$ cat src/rtl/vpgd_pkg.sv
// What this block does
// - write mode 0: fill-enabled planes take their fill byte, others rotated host data
// - compare read returns 1 where all compare-enabled planes match the reference colour; disabled planes count as matching
// - host byte rotated, then combined with latch: pass, AND, OR, XOR
// - plane read returns byte of the indexed plane; index ignored in compare reads
// - path 00: rotated data through fill mechanism into the logic unit
// - path 01: latches written straight into the planes, logic unit bypassed
// - path 10: host bit n replicated across all eight pixels of plane n
// - path 11: fill bits expanded per plane; rotated data AND bit enables is the mask
// - read select 0 reads indexed plane unless chained or odd/even is set; 1 reads compare result
// - odd/even bit set: address bit A0 picks even or odd plane on reads
// - packed colour load bit selects 256-colour loading, else interleave bit rules
// - graphics bit 0 gives text mode with character addressing, 1 graphics mode
// - host writes index field, then data field accesses the indexed register
// - indices 09h to 0Fh ignore writes and read as zero
// - four fill value bits give all-ones or all-zeros bytes per plane
package vpgd_pkg;
  localparam logic [3:0] IDX_FILL_VALUE = 4'h0;
  localparam logic [3:0] IDX_FILL_ENABLE = 4'h1;
  localparam logic [3:0] IDX_COMPARE_REF = 4'h2;
  localparam logic [3:0] IDX_ROTATE_LOGIC = 4'h3;
  localparam logic [3:0] IDX_READ_PLANE = 4'h4;
  localparam logic [3:0] IDX_RW_PATH = 4'h5;
  localparam logic [3:0] IDX_ADDR_OPTIONS = 4'h6;
  localparam logic [3:0] IDX_COMPARE_EN = 4'h7;
  localparam logic [3:0] IDX_BIT_WRITE_EN = 4'h8;
  localparam int NUM_REGS = 9;
  // implemented bits per register; reserved bits stay zero
  localparam logic [7:0] MASK_FILL_VALUE = 8'h0F;
  localparam logic [7:0] MASK_FILL_ENABLE = 8'h0F;
  localparam logic [7:0] MASK_COMPARE_REF = 8'h0F;
  localparam logic [7:0] MASK_ROTATE_LOGIC = 8'h1F;
  localparam logic [7:0] MASK_READ_PLANE = 8'h03;
  localparam logic [7:0] MASK_RW_PATH = 8'h7B;
  localparam logic [7:0] MASK_ADDR_OPTIONS = 8'h0F;
  localparam logic [7:0] MASK_COMPARE_EN = 8'h0F;
  localparam logic [7:0] MASK_BIT_WRITE_EN = 8'hFF;
  localparam logic [7:0] REG_RESET = 8'h00;
  // field positions
  localparam int ROT_LSB = 0;
  localparam int LOGIC_OP_LSB = 3;
  localparam int WR_PATH_LSB = 0;
  localparam int RD_PATH_BIT = 3;
  localparam int ODD_EVEN_BIT = 4;
  localparam int SHIFT_INTERLEAVE_BIT = 5;
  localparam int PACKED_COLOUR_BIT = 6;
  localparam int GRAPHICS_BIT = 0;
  localparam int CHAIN_ODD_BIT = 1;
  localparam int MEM_MAP_LSB = 2;
  localparam logic [1:0] WR_PATH_FILL = 2'h0;
  localparam logic [1:0] WR_PATH_LATCH = 2'h1;
  localparam logic [1:0] WR_PATH_REPLICATE = 2'h2;
  localparam logic [1:0] WR_PATH_EXPAND = 2'h3;
  localparam logic [1:0] OP_PASS = 2'h0;
  localparam logic [1:0] OP_AND = 2'h1;
  localparam logic [1:0] OP_OR = 2'h2;
  localparam logic [1:0] OP_XOR = 2'h3;
  typedef logic [3:0][7:0] vpgd_planes_t;
  typedef struct packed {
    logic graphics;
    logic chain_odd_even;
    logic [1:0] mem_map_sel;
    logic packed_colour_load;
    logic shift_interleave;
  } vpgd_mode_t;
endpackage

$ cat src/rtl/vpgd_datapath.sv
`timescale 1ns/100ps
module vpgd_datapath
  import vpgd_pkg::*;
(
  input wire logic REF_CLK_I, // 200 MHz memory clock
  input wire logic RST_N_I, // synchronous reset, active low
  input wire logic REG_IDX_WE_I, // write controller index field
  input wire logic REG_DATA_WE_I, // write controller data field
  input wire logic REG_DATA_RE_I, // read controller data field
  input wire logic [7:0] REG_WDATA_I, // index or data byte
  output logic [7:0] REG_RDATA_O, // data field read value
  output logic [3:0] REG_IDX_O, // current controller index
  input wire logic MEM_WR_I, // host write to video memory
  input wire logic MEM_RD_I, // host read from video memory
  input wire logic [1:0] MEM_A_I, // host address bits 1:0
  input wire logic [7:0] MEM_WDATA_I, // host write byte
  input wire vpgd_planes_t PLANE_RDATA_I, // four plane bytes, valid with MEM_RD_I
  input wire logic FOUR_PLANE_CHAIN_I, // chain-four from sequencer
  output vpgd_planes_t PLANE_WDATA_O, // four plane bytes to store
  output logic PLANE_WE_O, // one-cycle write strobe
  output logic [7:0] MEM_RDATA_O, // host read byte
  output logic MEM_RVALID_O, // one-cycle read answer strobe
  output vpgd_mode_t MODE_O // mode bits for display side
);

  ////////////////////////////////////////////////////////////////////////////
  // controller registers

  logic [3:0] idx_ff, nxt_idx;
  logic [7:0] regs_ff [NUM_REGS];
  logic [7:0] nxt_regs [NUM_REGS];
  logic [7:0] reg_rdata_ff, nxt_reg_rdata;
  logic [7:0] reg_mask [NUM_REGS];

  assign reg_mask[0] = MASK_FILL_VALUE;
  assign reg_mask[1] = MASK_FILL_ENABLE;
  assign reg_mask[2] = MASK_COMPARE_REF;
  assign reg_mask[3] = MASK_ROTATE_LOGIC;
  assign reg_mask[4] = MASK_READ_PLANE;
  assign reg_mask[5] = MASK_RW_PATH;
  assign reg_mask[6] = MASK_ADDR_OPTIONS;
  assign reg_mask[7] = MASK_COMPARE_EN;
  assign reg_mask[8] = MASK_BIT_WRITE_EN;

  wire idx_mapped = (idx_ff <= IDX_BIT_WRITE_EN);

  always_comb begin
    nxt_idx = idx_ff;
    nxt_reg_rdata = reg_rdata_ff;
    for (int i = 0; i < NUM_REGS; i++) begin
      nxt_regs[i] = regs_ff[i];
    end
    if (REG_IDX_WE_I) begin
      nxt_idx = REG_WDATA_I[3:0];
    end
    if (REG_DATA_WE_I && idx_mapped) begin
      nxt_regs[idx_ff] = REG_WDATA_I & reg_mask[idx_ff];
    end
    if (REG_DATA_RE_I) begin
      nxt_reg_rdata = idx_mapped ? regs_ff[idx_ff] : 8'h00;
    end
  end

  always_ff @(posedge REF_CLK_I) begin
    if (!RST_N_I) begin
      idx_ff <= 4'h0;
      reg_rdata_ff <= 8'h00;
      for (int i = 0; i < NUM_REGS; i++) begin
        regs_ff[i] <= REG_RESET;
      end
    end else begin
      idx_ff <= nxt_idx;
      reg_rdata_ff <= nxt_reg_rdata;
      for (int i = 0; i < NUM_REGS; i++) begin
        regs_ff[i] <= nxt_regs[i];
      end
    end
  end

  assign REG_RDATA_O = reg_rdata_ff;
  assign REG_IDX_O = idx_ff;

  ////////////////////////////////////////////////////////////////////////////
  // field decode

  wire [3:0] fill_value = regs_ff[IDX_FILL_VALUE][3:0];
  wire [3:0] fill_enable = regs_ff[IDX_FILL_ENABLE][3:0];
  wire [3:0] compare_ref = regs_ff[IDX_COMPARE_REF][3:0];
  wire [2:0] rot_amt = regs_ff[IDX_ROTATE_LOGIC][ROT_LSB +: 3];
  wire [1:0] logic_op = regs_ff[IDX_ROTATE_LOGIC][LOGIC_OP_LSB +: 2];
  wire [1:0] read_plane = regs_ff[IDX_READ_PLANE][1:0];
  wire [1:0] wr_path = regs_ff[IDX_RW_PATH][WR_PATH_LSB +: 2];
  wire rd_compare = regs_ff[IDX_RW_PATH][RD_PATH_BIT];
  wire odd_even = regs_ff[IDX_RW_PATH][ODD_EVEN_BIT];
  wire [3:0] compare_en = regs_ff[IDX_COMPARE_EN][3:0];
  wire [7:0] bit_we = regs_ff[IDX_BIT_WRITE_EN];

  vpgd_mode_t nxt_mode, mode_ff;

  always_comb begin
    nxt_mode.graphics = regs_ff[IDX_ADDR_OPTIONS][GRAPHICS_BIT];
    nxt_mode.chain_odd_even = regs_ff[IDX_ADDR_OPTIONS][CHAIN_ODD_BIT];
    nxt_mode.mem_map_sel = regs_ff[IDX_ADDR_OPTIONS][MEM_MAP_LSB +: 2];
    nxt_mode.packed_colour_load = regs_ff[IDX_RW_PATH][PACKED_COLOUR_BIT];
    // packed loading overrides the interleave choice
    nxt_mode.shift_interleave = regs_ff[IDX_RW_PATH][SHIFT_INTERLEAVE_BIT] &
                                ~regs_ff[IDX_RW_PATH][PACKED_COLOUR_BIT];
  end

  ////////////////////////////////////////////////////////////////////////////
  // write datapath

  vpgd_planes_t latch_ff, nxt_latch;
  vpgd_planes_t pwdata_ff;
  // a net, so each plane slice may have its own driver
  wire vpgd_planes_t nxt_pwdata;
  logic pwe_ff;
  logic [7:0] rot_data;
  logic [7:0] wr_mask;

  // circular right rotation by rot_amt
  always_comb begin
    rot_data = 8'(({MEM_WDATA_I, MEM_WDATA_I} >> rot_amt));
    wr_mask = (wr_path == WR_PATH_EXPAND) ? (rot_data & bit_we) : bit_we;
  end

  generate
    for (genvar p = 0; p < 4; p++) begin : g_plane
      logic [7:0] src;
      logic [7:0] blu;
      logic [7:0] pw;
      always_comb begin
        case (wr_path)
          WR_PATH_FILL: src = fill_enable[p] ? {8{fill_value[p]}} : rot_data;
          WR_PATH_REPLICATE: src = {8{MEM_WDATA_I[p]}};
          WR_PATH_EXPAND: src = {8{fill_value[p]}};
          default: src = rot_data;
        endcase
        case (logic_op)
          OP_PASS: blu = src;
          OP_AND: blu = src & latch_ff[p];
          OP_OR: blu = src | latch_ff[p];
          default: blu = src ^ latch_ff[p];
        endcase
        if (wr_path == WR_PATH_LATCH) begin
          pw = latch_ff[p];
        end else begin
          pw = (blu & wr_mask) | (latch_ff[p] & ~wr_mask);
        end
      end
      assign nxt_pwdata[p] = pw;
    end
  endgenerate

  ////////////////////////////////////////////////////////////////////////////
  // read datapath

  logic [7:0] cmp_result;
  logic [1:0] rd_sel;
  logic [7:0] nxt_rdata, rdata_ff;
  logic rvalid_ff;

  generate
    for (genvar b = 0; b < 8; b++) begin : g_cmp
      logic [3:0] match;
      for (genvar q = 0; q < 4; q++) begin : g_cq
        // disabled planes count as matching
        assign match[q] = ~compare_en[q] | (PLANE_RDATA_I[q][b] == compare_ref[q]);
      end
      assign cmp_result[b] = &match;
    end
  endgenerate

  always_comb begin
    if (FOUR_PLANE_CHAIN_I) begin
      rd_sel = MEM_A_I;
    end else if (odd_even) begin
      rd_sel = {read_plane[1], MEM_A_I[0]};
    end else begin
      rd_sel = read_plane;
    end
    nxt_rdata = rd_compare ? cmp_result : PLANE_RDATA_I[rd_sel];
    nxt_latch = MEM_RD_I ? PLANE_RDATA_I : latch_ff;
  end

  always_ff @(posedge REF_CLK_I) begin
    if (!RST_N_I) begin
      latch_ff <= '0;
      pwdata_ff <= '0;
      pwe_ff <= 1'b0;
      rdata_ff <= 8'h00;
      rvalid_ff <= 1'b0;
      mode_ff <= '0;
    end else begin
      latch_ff <= nxt_latch;
      // hold last written bytes so the store bus stays quiet between writes
      pwdata_ff <= MEM_WR_I ? nxt_pwdata : pwdata_ff;
      pwe_ff <= MEM_WR_I;
      rdata_ff <= MEM_RD_I ? nxt_rdata : rdata_ff;
      rvalid_ff <= MEM_RD_I;
      mode_ff <= nxt_mode;
    end
  end

  assign PLANE_WDATA_O = pwdata_ff;
  assign PLANE_WE_O = pwe_ff;
  assign MEM_RDATA_O = rdata_ff;
  assign MEM_RVALID_O = rvalid_ff;
  assign MODE_O = mode_ff;
endmodule

$ cat config.mk
export PLATFORM = sky130hd
export DESIGN_NAME = vpgd_datapath
export DESIGN_NICKNAME = d
export VERILOG_FILES = /design/src/rtl/vpgd_pkg.sv /design/src/rtl/vpgd_datapath.sv
export SDC_FILE = /design/constraint.sdc
export NUM_CORES = 1
export LEC_CHECK = 0
export CAP_MARGIN = 20
export CORE_UTILIZATION = 35
export CTS_CLUSTER_SIZE = 20
export DETAILED_ROUTE_END_ITERATION = 8
export DONT_BUFFER_PORTS = 1
export GPL_TIMING_DRIVEN = 0
export MAX_ROUTING_LAYER = met4
export PLACE_DENSITY_LB_ADDON = 0.12
export SYNTH_ARGS = -nofsm -noshare
export SYNTH_HDL_FRONTEND = slang
export SYNTH_SLANG_ARGS = --single-unit
$ cat constraint.sdc
create_clock -name REF_CLK_I -period 2.2 [get_ports REF_CLK_I]
set_input_delay 0.44 -clock REF_CLK_I [delete_from_list [all_inputs] [get_ports REF_CLK_I]]
set_output_delay 0.44 -clock REF_CLK_I [all_outputs]
set_load 0.01 [all_outputs]
==> results.tsv <==
metric	value	unit
RSZ-0062 raised after global routing	true	
Seq cells post-synth	168	
crit path time final	2.57	ns
distinct cell type count after synthesis	54	
Row Count	62	
critical path capture point	PLANE_WDATA_O[13]	
reg2reg setup slack	-0.37	ns
initial antenna violation count	0	
clock latency on the worst-skew pair	0.45	ns
clock root buffer master	clkbuf_16	
clock sinks	168	
Antenna Cells	0	
share of post-route cells with drive strength above 1	22.7	%
relative slew slack	41.7	%
FMAX	389	MHz
vias in the first global route	8569	
drt first pass iters	5	
Syn Area/Cell	9.07	um^2
post-route setup slack	-0.368	ns
VDD IR max	0.518	mV
CTS Hold Bufs	0	
first-pass GRT wire length	56800	um
r2r worst-path depth	11	
Clock Tree Buf Depth	2	
total number of vias	9046	
Die Footprint	29900	um^2
H-tree levels	4	
CTS tree	done	
P&R area growth vs syn	21.7	%
total track usage	26.2	%
initial drt markers	714	
FF-to-FF End	PLANE_WDATA_O[13]	
Synthesis Warnings	0	
Max Cap Viol	0	
Setup TNS	-6.96	ns
overall die height	173	um
sequential share of the synthesized area	32.9	%
Pwr Density	590	nW/um^2
grt ovf	0	
Remaining DRCs	0	
syn nets	1251	
Final HPWL DP	26900	um
Die Wd	173	um
Slew @ Worst Pin	0.875	ns
leak pwr	0.00505	uW
largest net degree at the start of global routing	17	
Synth Cell Area	10200	um^2
Final Cycle Share	117	%
Hold Crit Class	input port to flip-flop	
reg2reg start	regs_ff[3][1]	
critical path fanouts, max	9	
Setup crit start	regs_ff[3][1]	
number of placed I/O pins	118	
Layout fillers	2916	
critical path endpoint category	flip-flop	
setup violators final	32	
top_reg_cell synth	dfxtp_1	
crit path launch type	flip-flop	
Synth async-reset ratio	0	%
CTS buffer count	17	
routed wire length	38200	um
Power, Total	7350	uW
Final Hold Vio Count	0	
CP Class	flip-flop to flip-flop	
clk_skew	0.00993	ns
Worst EP arrival	2.91	ns
gpl congestion	0.872	
failing checks	negative setup slack	
register clock-pin slew on the reported worst setup and hold paths	0.07	ns
pins over their slew limit	0	
Core ar.	28700	um^2
starting density of the core	35.7	%
Via density	5.65	
WL/cell	23.9	um
EDFF count, synth	0	
Antenna Violating Nets Remaining	0	
cell count after synthesis	1129	
status	finished, violations left	
Final nets	1325	
I/O Buffers	0	
WP data required	2.54	ns
state kept, by name (all words and copies together), names as in the netlist, named ones only:
name           flops
regs_ff           72
PLANE_WDATA_O     32
latch_ff          32
MEM_RDATA_O        8
REG_RDATA_O        8
MODE_O             6
REG_IDX_O          4
MEM_RVALID_O       1
PLANE_WE_O         1
final cells by class:
| class | count | area (um^2) | share of cell area [%] |
|---|---|---|---|
| multi-input combinational | 804 | 6800 | 54.6 |
| buffer | 84 | 502 | 4.03 |
| clock buffer | 21 | 440 | 3.54 |
| inverter | 73 | 274 | 2.20 |
| tap | 384 | 480 | 3.86 |
| sequential | 168 | 3370 | 27.1 |
| clock inverter | 11 | 138 | 1.11 |
| timing repair buffer | 55 | 448 | 3.60 |
metal layers:
metal | global-route usage [%] | up-vias | share of wire, %
met5 | - | - | 0
met4 | 9.14 | 0 | 2.6
met3 | 4.46 | 61 | 7.5
met2 | 39.5 | 359 | 44
met1 | 35.4 | 4410 | 46
li1 | - | 4216 | -
timing repair:
action,in CTS,in global routing
setup endpoints to repair,51,52
pin swaps,27,12
cloned,2,0
buffers inserted,39,15
resized for setup,96,99
critical path, cell delays in order, from the launching register on:
cell,delay (ns)
dfxtp_2,0.34
buf_12,0.13
mux2_4,0.33
mux4_2,0.66
nor2_2,0.15
nor2_1,0.06
ha_2,0.20
o21ai_2,0.11
o21ai_1,0.10
nor3_1,0.18
or4_1,0.14
nand2_1,0.05
cells in the final DEF (no fill, tap or decap), types with 9 or more instances in the layout:
cell / instances
ha_1: 30
a21oi_2: 11
buf_6: 11
clkbuf_1: 55
a32oi_1: 32
clkbuf_16: 18
nand2_1: 69
ha_2: 33
dfxtp_1: 161
mux2i_1: 74
buf_4: 48
nor3_1: 22
nand3_1: 17
nand2b_1: 10
o21ai_1: 51
nor2_1: 46
nor2b_1: 76
o21ai_2: 23
and2_1: 13
a21oi_1: 9
mux4_2: 29
xor2_1: 32
o22ai_1: 31
nor2_2: 14
inv_1: 72
or4_1: 24
o21ai_0: 15
and3_1: 29
a21boi_0: 14
worst min-delay path by stage:
stage / start / depth (start not counted) / slack (ns) / to
2_1_floorplan: regs_ff[4][2] / 1 / 0.42 / regs_ff[4][2]
3_3_place_gp: regs_ff[4][6] / 1 / 0.44 / regs_ff[4][6]
3_5_place_dp: regs_ff[4][7] / 1 / 0.44 / regs_ff[4][7]
4_1_cts: REG_WDATA_I[4] / 2 / 0.12 / regs_ff[5][4]
5_1_grt: REG_WDATA_I[4] / 2 / 0.16 / regs_ff[5][4]
6_report: REG_WDATA_I[4] / 2 / 0.14 / regs_ff[5][4]
power by group:
| part | total [uW] | switching (uW) | internal [uW] |
|---|---|---|---|
| clock network | 3090 | 1390 | 1700 |
| registers | 3290 | 157 | 3130 |
| logic | 969 | 556 | 413 |
synth_stat cells (all sizes together) (10+ instances only):
master | n | area [um^2]
and2 | 14 | 87.6
nor2b | 77 | 482
nand2 | 72 | 270
inv | 73 | 274
a21oi | 21 | 105
dfxtp | 168 | 3360
nand2b | 10 | 62.6
mux4 | 30 | 679
nor2 | 61 | 229
ha | 64 | 801
a32oi | 32 | 280
a31oi | 14 | 178
and3 | 29 | 181
o22ai | 37 | 238
or4 | 24 | 180
clkbuf | 59 | 221
a21boi | 15 | 113
nand3 | 17 | 85.1
nor3 | 24 | 120
xor2 | 32 | 280
o21ai | 89 | 445
buf | 26 | 138
mux2i | 76 | 777
per-stage QoR:
stage | utilization, % | setup WS (ns) | hold WS, ns | area, um^2 | cells
4_1_cts | 42.0 | -0.303 | 0.124 | 12000 | 1586
6_report | 43.4 | -0.368 | 0.138 | 12500 | 1600
5_1_grt | 43.4 | -0.476 | 0.156 | 12500 | 1600
3_5_place_dp | 37.6 | -0.986 | 0.444 | 10800 | 1513
3_3_place_gp | 37.6 | -0.970 | 0.438 | 10800 | 1513
2_1_floorplan | - | -0.0973 | 0.425 | 10300 | 1129
cells by family (layout without fill, tap and decap cells):
family	Yosys count	count (layout)	share of synthesized area, %
simple gates	343	343	17.7
compound gates	250	250	17.3
flops	168	168	32.9
buf+inv	158	244	6.19
mux	114	115	15.4
fa+ha+maj	64	64	7.82
xor+xnor	32	32	2.74
Power figures use the tool's default switching activity.
